[src/hw/dac_rx_pkg.sv]
// shared constants and types for the quad converter write receiver
package dac_rx_pkg;
  // target address byte layout
  localparam logic [4:0] ADDR_PREFIX  = 5'h13;
  localparam int         ADDR_PFX_MSB = 7;
  localparam int         ADDR_PFX_LSB = 3;
  localparam int         ADDR_PIN_HI  = 2;
  localparam int         ADDR_PIN_LO  = 1;
  localparam int         ADDR_RW_BIT  = 0;
  // high-speed master code 0000 1xxx
  localparam logic [4:0] MCODE_PREFIX = 5'h01;
  // control byte fields
  localparam int CTRL_LOAD_MSB = 5;
  localparam int CTRL_LOAD_LSB = 4;
  localparam int CTRL_SEL_MSB  = 2;
  localparam int CTRL_SEL_LSB  = 1;
  localparam int CTRL_PD_BIT   = 0;
  // power-down byte fields
  localparam int PD_MODE_MSB = 7;
  localparam int PD_MODE_LSB = 6;
  // load modes
  localparam logic [1:0] LOAD_STAGE = 2'h0;
  localparam logic [1:0] LOAD_ONE   = 2'h1;
  localparam logic [1:0] LOAD_ALL   = 2'h2;
  localparam logic [1:0] LOAD_BCAST = 2'h3;
  // channel register width and count
  localparam int CH_W = 10;
  localparam int N_CH = 4;
  // update command queue: load, select, pd flag, value
  localparam int FIFO_WIDTH = 15;
  localparam int FIFO_DEPTH = 16;
  // reset values; pin order is {scl, sda, addr_hi, addr_lo}
  localparam logic [3:0]      SYNC_RESET = 4'hc;
  localparam logic [CH_W-1:0] CH_RESET   = 10'h000;
  localparam logic [7:0]      BYTE_RESET = 8'h00;
  localparam logic [3:0]      BITS_BYTE  = 4'h8;

  typedef enum logic [1:0] {
    ST_IDLE   = 2'b00,
    ST_RX     = 2'b01,
    ST_ACK    = 2'b10,
    ST_IGNORE = 2'b11
  } rx_state_t;

  typedef enum logic [2:0] {
    PH_ADDR = 3'b000,
    PH_CTRL = 3'b001,
    PH_HI   = 3'b010,
    PH_LO   = 3'b011,
    PH_DONE = 3'b100
  } phase_t;
endpackage

[src/hw/pin_filter.sv]
// three-stage input synchroniser with agreement filter
`timescale 1ns/1ps
module pin_filter #(
  parameter int         WIDTH    = 4,
  parameter logic [3:0] RESET_VL = 4'h0
) (
  // clock and reset
  input  wire logic             clk,
  input  wire logic             rst_b,
  // raw and filtered levels
  input  wire logic [WIDTH-1:0] raw,
  output logic      [WIDTH-1:0] filt
);
  logic [WIDTH-1:0] s1_reg;
  logic [WIDTH-1:0] s2_reg;
  logic [WIDTH-1:0] s3_reg;
  logic [WIDTH-1:0] filt_reg;

  genvar i;
  generate
    for (i = 0; i < WIDTH; i++) begin : g_bit
      // s1 feeds only s2; a change counts once s2 and s3 agree
      always_ff @(posedge clk or negedge rst_b) begin
        if (!rst_b) begin
          s1_reg[i]   <= RESET_VL[i];
          s2_reg[i]   <= RESET_VL[i];
          s3_reg[i]   <= RESET_VL[i];
          filt_reg[i] <= RESET_VL[i];
        end else begin
          s1_reg[i] <= raw[i];
          s2_reg[i] <= s1_reg[i];
          s3_reg[i] <= s2_reg[i];
          if (s2_reg[i] == s3_reg[i]) begin
            filt_reg[i] <= s3_reg[i];
          end
        end
      end
    end
  endgenerate

  assign filt = filt_reg;
endmodule

[src/hw/cmd_fifo.sv]
// synchronous fifo with valid/ready on both sides
`timescale 1ns/1ps
module cmd_fifo #(
  parameter int WIDTH = 15,
  parameter int DEPTH = 16
) (
  // clock and reset
  input  wire logic             clk,
  input  wire logic             rst_b,
  // fill side
  input  wire logic             in_valid,
  output logic                  in_ready,
  input  wire logic [WIDTH-1:0] in_data,
  // drain side
  output logic                  out_valid,
  input  wire logic             out_ready,
  output logic      [WIDTH-1:0] out_data
);
  localparam int AW = $clog2(DEPTH);

  logic [WIDTH-1:0] mem [DEPTH];
  logic [AW:0]      wr_ptr_reg;
  logic [AW:0]      rd_ptr_reg;
  wire              full  = (wr_ptr_reg[AW] != rd_ptr_reg[AW]) &&
                            (wr_ptr_reg[AW-1:0] == rd_ptr_reg[AW-1:0]);
  wire              empty = (wr_ptr_reg == rd_ptr_reg);
  wire              push  = in_valid && !full;
  wire              pop   = out_ready && !empty;

  assign in_ready  = !full;
  assign out_valid = !empty;
  assign out_data  = mem[rd_ptr_reg[AW-1:0]];

  always_ff @(posedge clk) begin
    if (push) begin
      mem[wr_ptr_reg[AW-1:0]] <= in_data;
    end
  end

  always_ff @(posedge clk or negedge rst_b) begin
    if (!rst_b) begin
      wr_ptr_reg <= '0;
      rd_ptr_reg <= '0;
    end else begin
      if (push) begin
        wr_ptr_reg <= wr_ptr_reg + 1'b1;
      end
      if (pop) begin
        rd_ptr_reg <= rd_ptr_reg + 1'b1;
      end
    end
  end
endmodule

[src/hw/dac_write_rx.sv]
// two-wire target write receiver with per-channel staging and output registers
`timescale 1ns/1ps
module dac_write_rx
  import dac_rx_pkg::*;
(
  // clock and reset
  input  wire logic            CLK_SYS,
  input  wire logic            RST_B,
  // two-wire bus pins
  input  wire logic            SCL_I,
  input  wire logic            SDA_I,
  output logic                 SDA_O,
  output logic                 SDA_OE,
  // address straps
  input  wire logic            PIN_ADDRESS_HI,
  input  wire logic            PIN_ADDRESS_LO,
  // converter core handshake
  input  wire logic            APPLY_READY,
  output logic                 HS_ACTIVE,
  // channel output registers
  output logic      [CH_W-1:0] CH_OUT_A,
  output logic      [CH_W-1:0] CH_OUT_B,
  output logic      [CH_W-1:0] CH_OUT_C,
  output logic      [CH_W-1:0] CH_OUT_D
);
  ////////////////////////////////////////////////////////////////////////////
  // pin sampling and bus conditions
  logic [3:0] pin_f;
  logic       scl_q_reg;
  logic       sda_q_reg;

  pin_filter #(.WIDTH(4), .RESET_VL(SYNC_RESET)) u_pins (
    .clk   (CLK_SYS),
    .rst_b (RST_B),
    .raw   ({SCL_I, SDA_I, PIN_ADDRESS_HI, PIN_ADDRESS_LO}),
    .filt  (pin_f)
  );

  wire scl_f     = pin_f[3];
  wire sda_f     = pin_f[2];
  wire scl_rise  = scl_f && !scl_q_reg;
  wire scl_fall  = !scl_f && scl_q_reg;
  wire start_det = scl_f && scl_q_reg && sda_q_reg && !sda_f;
  wire stop_det  = scl_f && scl_q_reg && !sda_q_reg && sda_f;

  always_ff @(posedge CLK_SYS or negedge RST_B) begin
    if (!RST_B) begin
      scl_q_reg <= SYNC_RESET[3];
      sda_q_reg <= SYNC_RESET[2];
    end else begin
      scl_q_reg <= scl_f;
      sda_q_reg <= sda_f;
    end
  end

  ////////////////////////////////////////////////////////////////////////////
  // byte receiver
  rx_state_t  state_reg;
  rx_state_t  state_next;
  phase_t     phase_reg;
  phase_t     phase_next;
  logic [7:0] shift_reg;
  logic [3:0] bit_cnt_reg;
  logic [7:0] ctrl_reg;
  logic [7:0] hi_reg;
  logic       hs_reg;
  logic       fifo_in_ready;

  wire byte_full = (bit_cnt_reg == BITS_BYTE);
  wire byte_done = (state_reg == ST_RX) && byte_full && scl_fall;
  wire ack_end   = (state_reg == ST_ACK) && scl_fall;
  wire bit_take  = (state_reg == ST_RX) && !byte_full && scl_rise;

  wire addr_hit = (shift_reg[ADDR_PFX_MSB:ADDR_PFX_LSB] == ADDR_PREFIX) &&
                  (shift_reg[ADDR_PIN_HI] == pin_f[1]) &&
                  (shift_reg[ADDR_PIN_LO] == pin_f[0]) &&
                  !shift_reg[ADDR_RW_BIT];
  wire mcode_hit = (phase_reg == PH_ADDR) &&
                   (shift_reg[ADDR_PFX_MSB:ADDR_PFX_LSB] == MCODE_PREFIX);
  wire pd_flag   = ctrl_reg[CTRL_PD_BIT];

  // the last byte of a pair is refused only while the queue is full
  wire ack_ok = ((phase_reg == PH_ADDR) && addr_hit) ||
                (phase_reg == PH_CTRL) ||
                (phase_reg == PH_HI) ||
                ((phase_reg == PH_LO) && fifo_in_ready);

  wire phase_adv_hi = (phase_reg == PH_LO) && !pd_flag;
  wire phase_adv_dn = (phase_reg == PH_LO) && pd_flag;

  always_comb begin
    state_next = state_reg;
    phase_next = phase_reg;
    if (stop_det) begin
      state_next = ST_IDLE;
    end else if (start_det) begin
      state_next = ST_RX;
      phase_next = PH_ADDR;
    end else if (byte_done) begin
      state_next = ack_ok ? ST_ACK : ST_IGNORE;
    end else if (ack_end) begin
      state_next = ST_RX;
      if (phase_adv_hi) begin
        phase_next = PH_HI;
      end else if (phase_adv_dn) begin
        phase_next = PH_DONE;
      end else if (phase_reg == PH_ADDR) begin
        phase_next = PH_CTRL;
      end else if (phase_reg == PH_CTRL) begin
        phase_next = PH_HI;
      end else begin
        phase_next = PH_LO;
      end
    end
  end

  always_ff @(posedge CLK_SYS or negedge RST_B) begin
    if (!RST_B) begin
      state_reg <= ST_IDLE;
      phase_reg <= PH_ADDR;
    end else begin
      state_reg <= state_next;
      phase_reg <= phase_next;
    end
  end

  always_ff @(posedge CLK_SYS or negedge RST_B) begin
    if (!RST_B) begin
      shift_reg   <= BYTE_RESET;
      bit_cnt_reg <= 4'h0;
    end else if (start_det || ack_end) begin
      bit_cnt_reg <= 4'h0;
    end else if (bit_take) begin
      shift_reg   <= {shift_reg[6:0], sda_f};
      bit_cnt_reg <= bit_cnt_reg + 4'h1;
    end
  end

  always_ff @(posedge CLK_SYS or negedge RST_B) begin
    if (!RST_B) begin
      ctrl_reg <= BYTE_RESET;
      hi_reg   <= BYTE_RESET;
    end else if (byte_done && ack_ok) begin
      if (phase_reg == PH_CTRL) begin
        ctrl_reg <= shift_reg;
      end
      if (phase_reg == PH_HI) begin
        hi_reg <= shift_reg;
      end
    end
  end

  // master code is never acknowledged; it only marks the fast phase
  always_ff @(posedge CLK_SYS or negedge RST_B) begin
    if (!RST_B) begin
      hs_reg <= 1'b0;
    end else if (stop_det) begin
      hs_reg <= 1'b0;
    end else if (byte_done && mcode_hit) begin
      hs_reg <= 1'b1;
    end
  end

  // open drain: the line is only ever pulled low during an ack clock
  assign SDA_O     = 1'b0;
  assign SDA_OE    = (state_reg == ST_ACK);
  assign HS_ACTIVE = hs_reg;

  ////////////////////////////////////////////////////////////////////////////
  // update queue
  logic [FIFO_WIDTH-1:0] push_data;
  logic [FIFO_WIDTH-1:0] pop_data;
  logic                  pop_valid;

  wire push = ack_end && (phase_reg == PH_LO);
  wire [CH_W-1:0] push_val = pd_flag ?
       {hi_reg[PD_MODE_MSB:PD_MODE_LSB], BYTE_RESET} :
       {2'b00, hi_reg};
  assign push_data = {ctrl_reg[CTRL_LOAD_MSB:CTRL_LOAD_LSB],
                      ctrl_reg[CTRL_SEL_MSB:CTRL_SEL_LSB],
                      pd_flag, push_val};

  cmd_fifo #(.WIDTH(FIFO_WIDTH), .DEPTH(FIFO_DEPTH)) u_fifo (
    .clk       (CLK_SYS),
    .rst_b     (RST_B),
    .in_valid  (push),
    .in_ready  (fifo_in_ready),
    .in_data   (push_data),
    .out_valid (pop_valid),
    .out_ready (APPLY_READY),
    .out_data  (pop_data)
  );

  ////////////////////////////////////////////////////////////////////////////
  // channel registers
  wire            pop     = pop_valid && APPLY_READY;
  wire [1:0]      q_load  = pop_data[14:13];
  wire [1:0]      q_sel   = pop_data[12:11];
  wire            q_pd    = pop_data[10];
  wire [CH_W-1:0] q_val   = pop_data[9:0];
  wire            q_bcast = (q_load == LOAD_BCAST);
  wire            q_one   = (q_load == LOAD_ONE) || (q_load == LOAD_ALL);

  logic [CH_W-1:0] stage_reg [N_CH];
  logic [CH_W-1:0] out_reg   [N_CH];

  genvar c;
  generate
    for (c = 0; c < N_CH; c++) begin : g_ch
      wire hit = (q_sel == 2'(c));
      // power-down keeps the stored data bits, only the mode changes
      wire [CH_W-1:0] new_val = q_pd ? {q_val[9:8], stage_reg[c][7:0]} : q_val;
      wire wr_stage = pop && ((hit && !q_bcast) || (q_bcast && q_sel[1]));
      wire ld_new   = pop && ((hit && q_one) || (q_bcast && q_sel[1]));
      wire ld_old   = pop && ((!hit && (q_load == LOAD_ALL)) ||
                              (q_bcast && !q_sel[1]));
      always_ff @(posedge CLK_SYS or negedge RST_B) begin
        if (!RST_B) begin
          stage_reg[c] <= CH_RESET;
          out_reg[c]   <= CH_RESET;
        end else begin
          if (wr_stage) begin
            stage_reg[c] <= new_val;
          end
          if (ld_new) begin
            out_reg[c] <= new_val;
          end else if (ld_old) begin
            out_reg[c] <= stage_reg[c];
          end
        end
      end
    end
  endgenerate

  assign CH_OUT_A = out_reg[0];
  assign CH_OUT_B = out_reg[1];
  assign CH_OUT_C = out_reg[2];
  assign CH_OUT_D = out_reg[3];
endmodule

[config.mk]
export PLATFORM = sky130hd
export DESIGN_NAME = dac_write_rx
export DESIGN_NICKNAME = d
export VERILOG_FILES = /design/src/hw/dac_rx_pkg.sv /design/src/hw/pin_filter.sv /design/src/hw/cmd_fifo.sv /design/src/hw/dac_write_rx.sv
export SDC_FILE = /design/constraint.sdc
export NUM_CORES = 1
export LEC_CHECK = 0
export ABC_AREA = 0
export BUFFER_PORTS_ARGS = -buffer_cell sky130_fd_sc_hd__buf_2
export CORE_ASPECT_RATIO = 0.6
export CORE_MARGIN = 5
export CORE_UTILIZATION = 30
export DETAILED_ROUTE_END_ITERATION = 8
export PLACE_DENSITY_LB_ADDON = 0.25
export REMOVE_ABC_BUFFERS = 1
export SYNTH_ARGS = -nofsm -noshare
export SYNTH_HDL_FRONTEND = slang
export SYNTH_SLANG_ARGS = --single-unit
[constraint.sdc]
create_clock -name CLK_SYS -period 5.2 [get_ports CLK_SYS]
set_clock_uncertainty 0.05 [all_clocks]
set_input_delay 0.52 -clock CLK_SYS [delete_from_list [all_inputs] [get_ports CLK_SYS]]
set_output_delay 0.52 -clock CLK_SYS [all_outputs]
set_load 0.1 [all_outputs]
# Word-level counts from Yosys, hierarchy flattened
# Memories as Yosys holds them, arrays and structs flattened.
# Cells that the tools add are included.
# totals
mem_count,1
regBits,140
ram_bits,240
output_inout_bits,43
inputBits,7
# mem_list
memory,words,word_bits,read_ports,rd_ports_with_merged_regs,wr,line,text
u_fifo.mem,16,15,1,0,1,cmd_fifo.sv:21,logic [WIDTH-1:0] mem [DEPTH];
# classes
mux,31
eq_ne,24
reduce_logical,98
addsub,3
n_bitwise,2
# ops
op,count
$mux W10,9
$logic_and A1 B1 Y1,52
$mux W8,4
$logic_or A1 B1 Y1,17
$logic_not A1 Y1,15
$mux W3,5
$reduce_bool A2 Y1,7
$add A5 B1 Y5 const B,2
$eq A2 B2 Y1 const B,5
$mux W2,5
$mux W4,2
$eq A1 B1 Y1,6
$eq A2 B1 Y1 const B,3
$eq A3 B2 Y1 const B,2
$mux W1,6
$reduce_and A2 Y1,3
$eq A5 B1 Y1 const B,1
$eq A5 B5 Y1,1
$eq A5 B5 Y1 const B,1
$add A4 B1 Y4 const B,1
$eq A4 B4 Y1,1
$eq A4 B4 Y1 const B,1
$reduce_bool A4 Y1,1
$eq A3 B1 Y1 const B,1
other kinds (6),7

# Longest topological paths before layout
# Gate-level depths: netlist of run 1.
# logic_depth
ltp_word,12
depth_mapped,14
mapped_depth_nobuf,10

# Cells and area by module
# A second synthesis of run 1 with hierarchy kept.
# unflattened
hier_cells,906
hier_area_um2,15382.3
# by_module_without_submodules
module,seq_area_each_um2,cells_per_inst,instances,area_per_inst_um2
cmd_fifo,7457.2,454,1,9756.9
dac_write_rx,2830.2,432,1,5170.0
pin_filter,410.4,20,1,455.4

# Worst setup path before layout of run 1
# OpenSTA, ideal clock, no wires.
# synth_path
path_kind,reg2reg
startpoint,register u_fifo.rd_ptr_reg[0]
endpoint,register out_reg (netlist bit CH_OUT_D[7])
stages_incl_launch_ff,12
path_buffers,4
path_slack_ns,0.643
setup_time_ns,0.125
arrival_ns,4.381
path_cell_list,dfrtp_1 buf_6 buf_2 buf_2 buf_2 mux4_2 mux4_2 ha_1 o41a_1 a2111oi_4 mux2_2 mux2_2
# synth_between
elab_chain_cells,7
word_cells_on_any_way,22
# synth_lines
item,line,text
start: declaration,cmd_fifo.sv:23,logic [AW:0] rd_ptr_reg;
start signal: assignment,cmd_fifo.sv:49,rd_ptr_reg <= rd_ptr_reg + 1'b1;
$mem_v2 Z16 W15,n/a,
"$eq A2 B1 Y1, or another cell as far along",dac_write_rx.sv:202,wire q_one = (q_load == LOAD_ONE) || (q_load == LOAD_ALL);
$logic_or A1 B1 Y1 / $logic_not A1 Y1 (equally long branches),"dac_write_rx.sv:202, dac_write_rx.sv:215",
$logic_and A1 B1 Y1 (on tied branches),"dac_write_rx.sv:214, dac_write_rx.sv:215",
$logic_or A1 B1 Y1 (on tied branches),"dac_write_rx.sv:214, dac_write_rx.sv:215",
$logic_and A1 B1 Y1 (on tied branches),"dac_write_rx.sv:214, dac_write_rx.sv:215",
$mux W10 / $reduce_bool A2 Y1 (equally long branches),n/a,
end signal: indexed assignment,dac_write_rx.sv:226,out_reg[c] <= new_val;
end signal: indexed assignment,dac_write_rx.sv:228,out_reg[c] <= stage_reg[c];
end: declaration,dac_write_rx.sv:205,logic [CH_W-1:0] out_reg [N_CH];
# Several ways; a longest one is shown, not always the timed one.
# A chain may end at the register's enable or synchronous reset.

# Final worst setup path of run 1
# Ends and elaborated chain as after synthesis.

==> qor.txt, run 1 <==
Outcome: completed
Mean Syn Cell Area: 16.45 sq um
Cells after synthesis: 962
Pre-CTS WS: 0.7764 ns
Routability cong.: 0.7886
FFs w/ async S/R, synth: 0.3668
Crit path time final: 4.468 ns
# hold bufs at CTS: 0
Die ar.: 0.05761 sq mm
CTS tree: done
Worst setup margin: 0.7316 ns
Max reg flops: 240
Yosys cell types: 64
Final #Nets: 1,050
Core Area: 0.05238 sq mm
Leakage power: 6.298 nW
Vias per std cell: 5.145
DR iter-0 viols: 887
I/O pins: 50
Clock sink total: 379
Routed via count: 9,081
Unrepaired setup endpoints after global routing: no
Cells after DPL: 1,699
Critical path class: register to register
Clk Tree Root Cell: clkbuf_16
VDD IR max: 0.1773 mV
Synth top area share: 0.4553
Total gr overflow: 0
First-pass GRT wire length: 61,670 um
FMAX: 223.8 MHz
Clk_lat worst skew: 0.54 ns
Drt pass-1 iters: 5
Total power: 6.146 mW
Pint: 4.768 mW
Slew HR: 0.2134
Clock slew at reported path FFs: 0.07 ns
Post-Synthesis Cell Area: 0.01583 sq mm
Die height: 187.9 um
Number of global-route vias before repair: 8,898
Sequential share of the synthesized area: 0.6758
Fin cells: 1,765
WP data required: 5.57 ns
Fillers: 5,014
H-tree levels: 2
Worst-path fanout max: 31
Worst Setup End Kind: register
Initial core utilization: 0.3022
Initial antenna violation count: 2
Final WL: 40,670 um
WP data arrival: 4.83 ns
# rows: 65
Synth Register Bits: 379
Yosys top cell by area: edfxtp_1
Hold WS: 0.02401 ns
Reg power frac: 0.535
Number of diodes: 0
DRT antenna net count: 0
Reg area: 0.01070 sq mm
Die W: 306.5 um
Post-CTS resize count: 0
Combinational power share: 0.025
Largest net degree at the start of global routing: 100
Post-CTS setup buffers: 0
Residual DRC: 0
EDFF count, synth: 240
Crit start category: register
Fin. Hold Viols: 0
Max clock buf depth: 3
Ys Warns: 0
Psw: 1.378 mW
Fin. max-slew vios: 0
Setup Total Neg Slack: 0 ns
Finish-stage setup viols: 0
Layout cells sized above 1: 0.3126
Worst-margin pin slew: 1.174 ns
Global-route usage over all layers: 0.1404
Crit share post-route: 0.8593
Switching Fraction: 0.2241
Largest cells by area after synthesis: edfxtp_1, dfrtp_1, mux4_2
Worst Hold Class: primary input to asynchronous set/reset pin
Number of max-cap violations: 0
Number of port buffers: 48
Primary FF master, synth: edfxtp_1
Pwr/cell area: 336.5 mW/mm^2
Clock power share: 0.440
TritonCTS Buffers: 36
Area Overhead vs Synth: 15.39%
Area of the multi-input gates: 0.004867 sq mm
WL/cell: 23.04 um
Dpl hpwl: 27,720 um
==> final timing paths <==
| check | start | end | slack [ns] | cells past startpoint |
|---|---|---|---|---|
| worst max-delay path | u_fifo.rd_ptr_reg[0] | CH_OUT_D[7] | 0.73 | 7 |
| worst min-delay path | RST_B | CH_OUT_D[4] | 0.02 | 1 |
| worst max register to register | u_fifo.rd_ptr_reg[0] | CH_OUT_D[7] | 0.73 | 7 |
| worst min register to register | u_pins.s1_reg[3] | u_pins.s2_reg[3] | 0.31 | 0 |
| max in group asynchronous | RST_B | bit_cnt_reg[2] | 3.91 | 2 |
| min in group CLK_SYS | SDA_I | u_pins.s1_reg[2] | 0.03 | 1 |
==> final cells by class <==
cell class                 instances  area share
tap                              703     0.04816
multi-input combinational        504      0.2665
sequential                       379      0.5860
clock inverter                    24     0.01336
clock buffer                      42     0.05179
inverter                          29    0.005960
timing repair buffer              84     0.02829
==> power groups by stage <==
stage / logic [mW] / clock network (mW) / registers [mW]
final: 0.154 / 2.70 / 3.29
after global routing: 0.176 / 2.90 / 3.30
after CTS: 0.158 / 2.76 / 3.29
after detailed placement: 0.158 / 0 / 3.35
after global placement: 0.155 / 0 / 3.35
after floorplan: 0.0816 / 0 / 3.36
==> cells in the final DEF, fill, tap and decap left out, types with 29 or more instances in the layout <==
cell type  count
clkbuf_16     37
buf_2         47
nand2_1       37
dfrtp_1      127
mux2_2        59
inv_1         29
mux4_2        71
buf_4         36
edfxtp_1     240
==> metrics by stage <==
step                      area, sq um  utilization
after floorplan                 15610            -
after global placement          17080       0.3260
after detailed placement        17080       0.3260
after CTS                       18270       0.3487
after global routing            18270       0.3487
final                           18270       0.3487
==> kinds of logic (layout without fill, tap and decap cells) <==
logic type,Yosys count,after routing,synth area share
other,1,1,0.0002369
xor gates and xnor gates,18,18,0.009960
AOI/OAI and AO/OA,148,148,0.07209
adders and majority gates,13,13,0.009644
and+or+nand+nor,185,185,0.06253
buffers and inverters,79,179,0.02103
muxes,139,139,0.1487
DFF,379,379,0.6758
==> metal layers <==
layer	vias up	global-route usage	routed length (um)
met4	2	0.01902	468
met5	-	0	10
met3	45	0.03929	3238
met1	4824	0.2421	21750
li1	3919	-	-
met2	291	0.1720	15200
==> critical path, cell delays in order, from the launching register on <==
cell and delay, ns:
dfrtp_4 0.83, mux4_2 0.62, mux4_2 0.50, ha_1 0.43
o41a_1 0.52, a2111oi_4 0.70, mux2_2 0.41, mux2_2 0.26
==> cell usage after synthesis (9+ instances only) <==
cell type  number
o21ai_0        27
mux2i_1         9
mux2_2         59
a21oi_1        11
inv_1          29
o221ai_1       16
a211oi_1       15
ha_1            9
edfxtp_1      240
nand2_1        37
dfstp_2        10
and2_1         27
dfrtp_1       129
o211ai_1       17
nor3_1         11
buf_2          14
mux4_2         71
clkbuf_1       31
xnor2_1        15
nand3_1        16
o31ai_1        16
nor2_1         37
nor2b_1        11
Note: power is estimated with default switching activity, not from simulation.
==> inputs of run 2 (changes only) <==
--- a/config.mk
+++ b/config.mk
@@ -5,8 +5,8 @@
 export SDC_FILE = /design/constraint.sdc
 export NUM_CORES = 1
 export LEC_CHECK = 0
-export ABC_AREA = 0
-export BUFFER_PORTS_ARGS = -buffer_cell sky130_fd_sc_hd__buf_2
+export ABC_AREA = 1
+export BUFFER_PORTS_ARGS = -buffer_cell sky130_fd_sc_hd__clkbuf_2
 export CORE_ASPECT_RATIO = 0.6
 export CORE_MARGIN = 5
 export CORE_UTILIZATION = 30
==> run 2 against run 1 <==
The flow now finishes with violations (negative hold slack); register-to-register slack better by 0.64 ns; global-route usage increased by 0.98 points; sequential share of layout area decreased by 1.4 points; via count rose by 31%; sequential power rose by 15%; count of clock-buffer cells in the layout grew 16; total power up 96%; hold slack worse by 0.065 ns; combinational power grew to 37 times the previous value; die area is 4.7% higher; highest routed layer is now met4.
==> qor.txt, run 2 <==
Dpl hpwl: 29,550 um
WP data required: 5.61 ns
Yosys top cell by area: edfxtp_1
Clock sink total: 379
Routability cong.: 0.8449
Sequential share of the synthesized area: 0.6444
DRT antenna net count: 0
Outcome: finished with violations
Finish-stage setup viols: 0
Residual DRC: 0
Number of port buffers: 48
Primary FF master, synth: edfxtp_1
Yosys cell types: 40
Die ar.: 0.06030 sq mm
Drt pass-1 iters: 5
Unrepaired setup endpoints after global routing: no
Area Overhead vs Synth: 12.72%
Number of global-route vias before repair: 11,295
FFs w/ async S/R, synth: 0.3668
Post-CTS setup buffers: 0
Pre-CTS WS: 1.475 ns
Final #Nets: 1,739
Core Area: 0.05450 sq mm
DR iter-0 viols: 1,181
Worst Setup End Kind: register
Clock slew at reported path FFs: 0.07 ns
Largest net degree at the start of global routing: 82
TritonCTS Buffers: 36
Worst-margin pin slew: 1.282 ns
EDFF count, synth: 240
Clk Tree Root Cell: clkbuf_16
Worst Hold Class: primary input to asynchronous set/reset pin
Initial core utilization: 0.3046
WL/cell: 18.46 um
Ys Warns: 0
# hold bufs at CTS: 0
Fin. max-slew vios: 0
Global-route usage over all layers: 0.1502
Top-count cell post-synth: nand2_1
Post-CTS resize count: 0
Pwr/cell area: 642.8 mW/mm^2
Slew HR: 0.1419
WP data arrival: 4.24 ns
Commonest non-fill, non-tap cells in the layout: nand2_1, edfxtp_1, nor2_1, nand3_1, inv_1
Synth Register Bits: 379
Vias per std cell: 4.836
Synth top cells by count: nand2_1, edfxtp_1, nor2_1
Crit start category: register
CTS tree: done
Final Util: 0.3434
Final WL: 45,530 um
Most common cell after layout, fill and taps aside: nand2_1
Number of max-cap violations: 0
Layout cells sized above 1: 0.1125
Area of the multi-input gates: 0.004827 sq mm
Cells after synthesis: 1,669
Routed via count: 11,925
Worst-path fanout max: 30
H-tree levels: 2
Hold WS: -0.04061 ns
Leakage power: 8.055 nW
Violated checks: negative hold slack
VDD IR max: 0.3225 mV
Fin. Hold Viols: 13
Worst setup margin: 1.368 ns
Initial antenna violation count: 0
Crit share post-route: 0.7369
Die height: 192.2 um
Fillers: 5,450
Clk_lat worst skew: 0.53 ns
Max reg flops: 240
Reg area: 0.01070 sq mm
Total gr overflow: 0
Synth top area share: 0.4341
Critical path class: register to register
# rows: 66
I/O pins: 50
First-pass GRT wire length: 69,710 um
Largest cells by area after synthesis: edfxtp_1, dfrtp_1, nand2_1
Max clock buf depth: 3
FMAX: 261.0 MHz
Crit path time final: 3.832 ns
Post-Synthesis Cell Area: 0.01660 sq mm
Mean Syn Cell Area: 9.947 sq um
Die W: 313.7 um
-- run 2: cell count changes after synthesis, sizes merged, moves of 16 or more --
cell,before,now
nand2,38,438
nand3,16,185
nor2,38,199
inv,29,159
o21ai,32,142
mux4,71,0
mux2,59,0
buf,19,56
and2,28,0
a211oi,16,0
o211ai,18,2
o31ai,16,0
-- run 2: worst paths after layout --
check                                     start               end  slack (ns)  depth (start not counted)
max                        u_fifo.rd_ptr_reg[0]       CH_OUT_C[6]        1.37                         13
min                                       RST_B       CH_OUT_B[3]       -0.04                          1
max reg2reg                u_fifo.rd_ptr_reg[0]       CH_OUT_C[6]        1.37                         13
min reg2reg                    u_pins.s1_reg[0]  u_pins.s2_reg[0]        0.30                          0
max in group asynchronous                 RST_B    u_pins.filt[2]        4.01                          2
min in group CLK_SYS                      SDA_I  u_pins.s1_reg[2]        0.02                          1
-- run 2: area by class of cell --
type / count / area share
Tap cell: 714 / 0.04774
Timing Repair Buffer: 89 / 0.02962
Clock buffer: 58 / 0.05803
Multi-Input combinational cell: 1057 / 0.2579
Clock inverter: 8 / 0.002340
Inverter: 160 / 0.03229
Sequential cell: 379 / 0.5719
Antenna cell: 1 / 0.0001337
-- run 2: through the flow --
step           setup TNS (ns)  area [sq um]  std cells  total power [mW]
2_1_floorplan          -53.43         16120       1596             7.757
3_3_place_gp                0         17580       2399             9.422
3_5_place_dp                0         17580       2399             9.480
4_1_cts                     0         18710       2465             12.09
5_1_grt                     0         18710       2465             12.88
6_report                    0         18710       2466             12.03
-- run 2: routing by layer --
metal | global-route usage | wire [um] | vias to the layer above
li1 | - | - | 5631
met1 | 0.2416 | 23270 | 5853
met2 | 0.2025 | 17600 | 403
met3 | 0.04119 | 4178 | 38
met4 | 0.02064 | 486 | 0
met5 | 0 | 0 | -
-- run 2: kinds of logic (layout without fill, tap and decap cells) --
logic type	Yosys count	in the layout	share of synthesized area
buffers and inverters	233	315	0.06542
XOR/XNOR	11	11	0.005803
flip-flops	379	379	0.6444
adder cells (fa/ha/maj)	13	13	0.009195
AO/OA/AOI/OAI	193	193	0.06225
AND/OR/NAND/NOR	839	839	0.2128
other	1	2	0.0002259
-- run 2: power by group --
| group | leakage, nW | internal [mW] | switching (mW) |
|---|---|---|---|
| logic | 3.56 | 1.31 | 4.36 |
| clock network | 0.553 | 1.44 | 1.14 |
| registers | 3.94 | 3.55 | 0.238 |
-- run 2: worst max-delay path: stages (launching register included) --
cell      delay (ns)
dfrtp_4         0.49
clkinv_2        0.35
buf_4           0.29
o21ai_0         0.10
o22ai_1         0.29
nand2_1         0.11
nand3_1         0.14
inv_1           0.05
ha_1            0.34
a21oi_4         0.42
nand2_1         0.53
clkinv_1        0.39
nand2_1         0.09
nand3_1         0.09
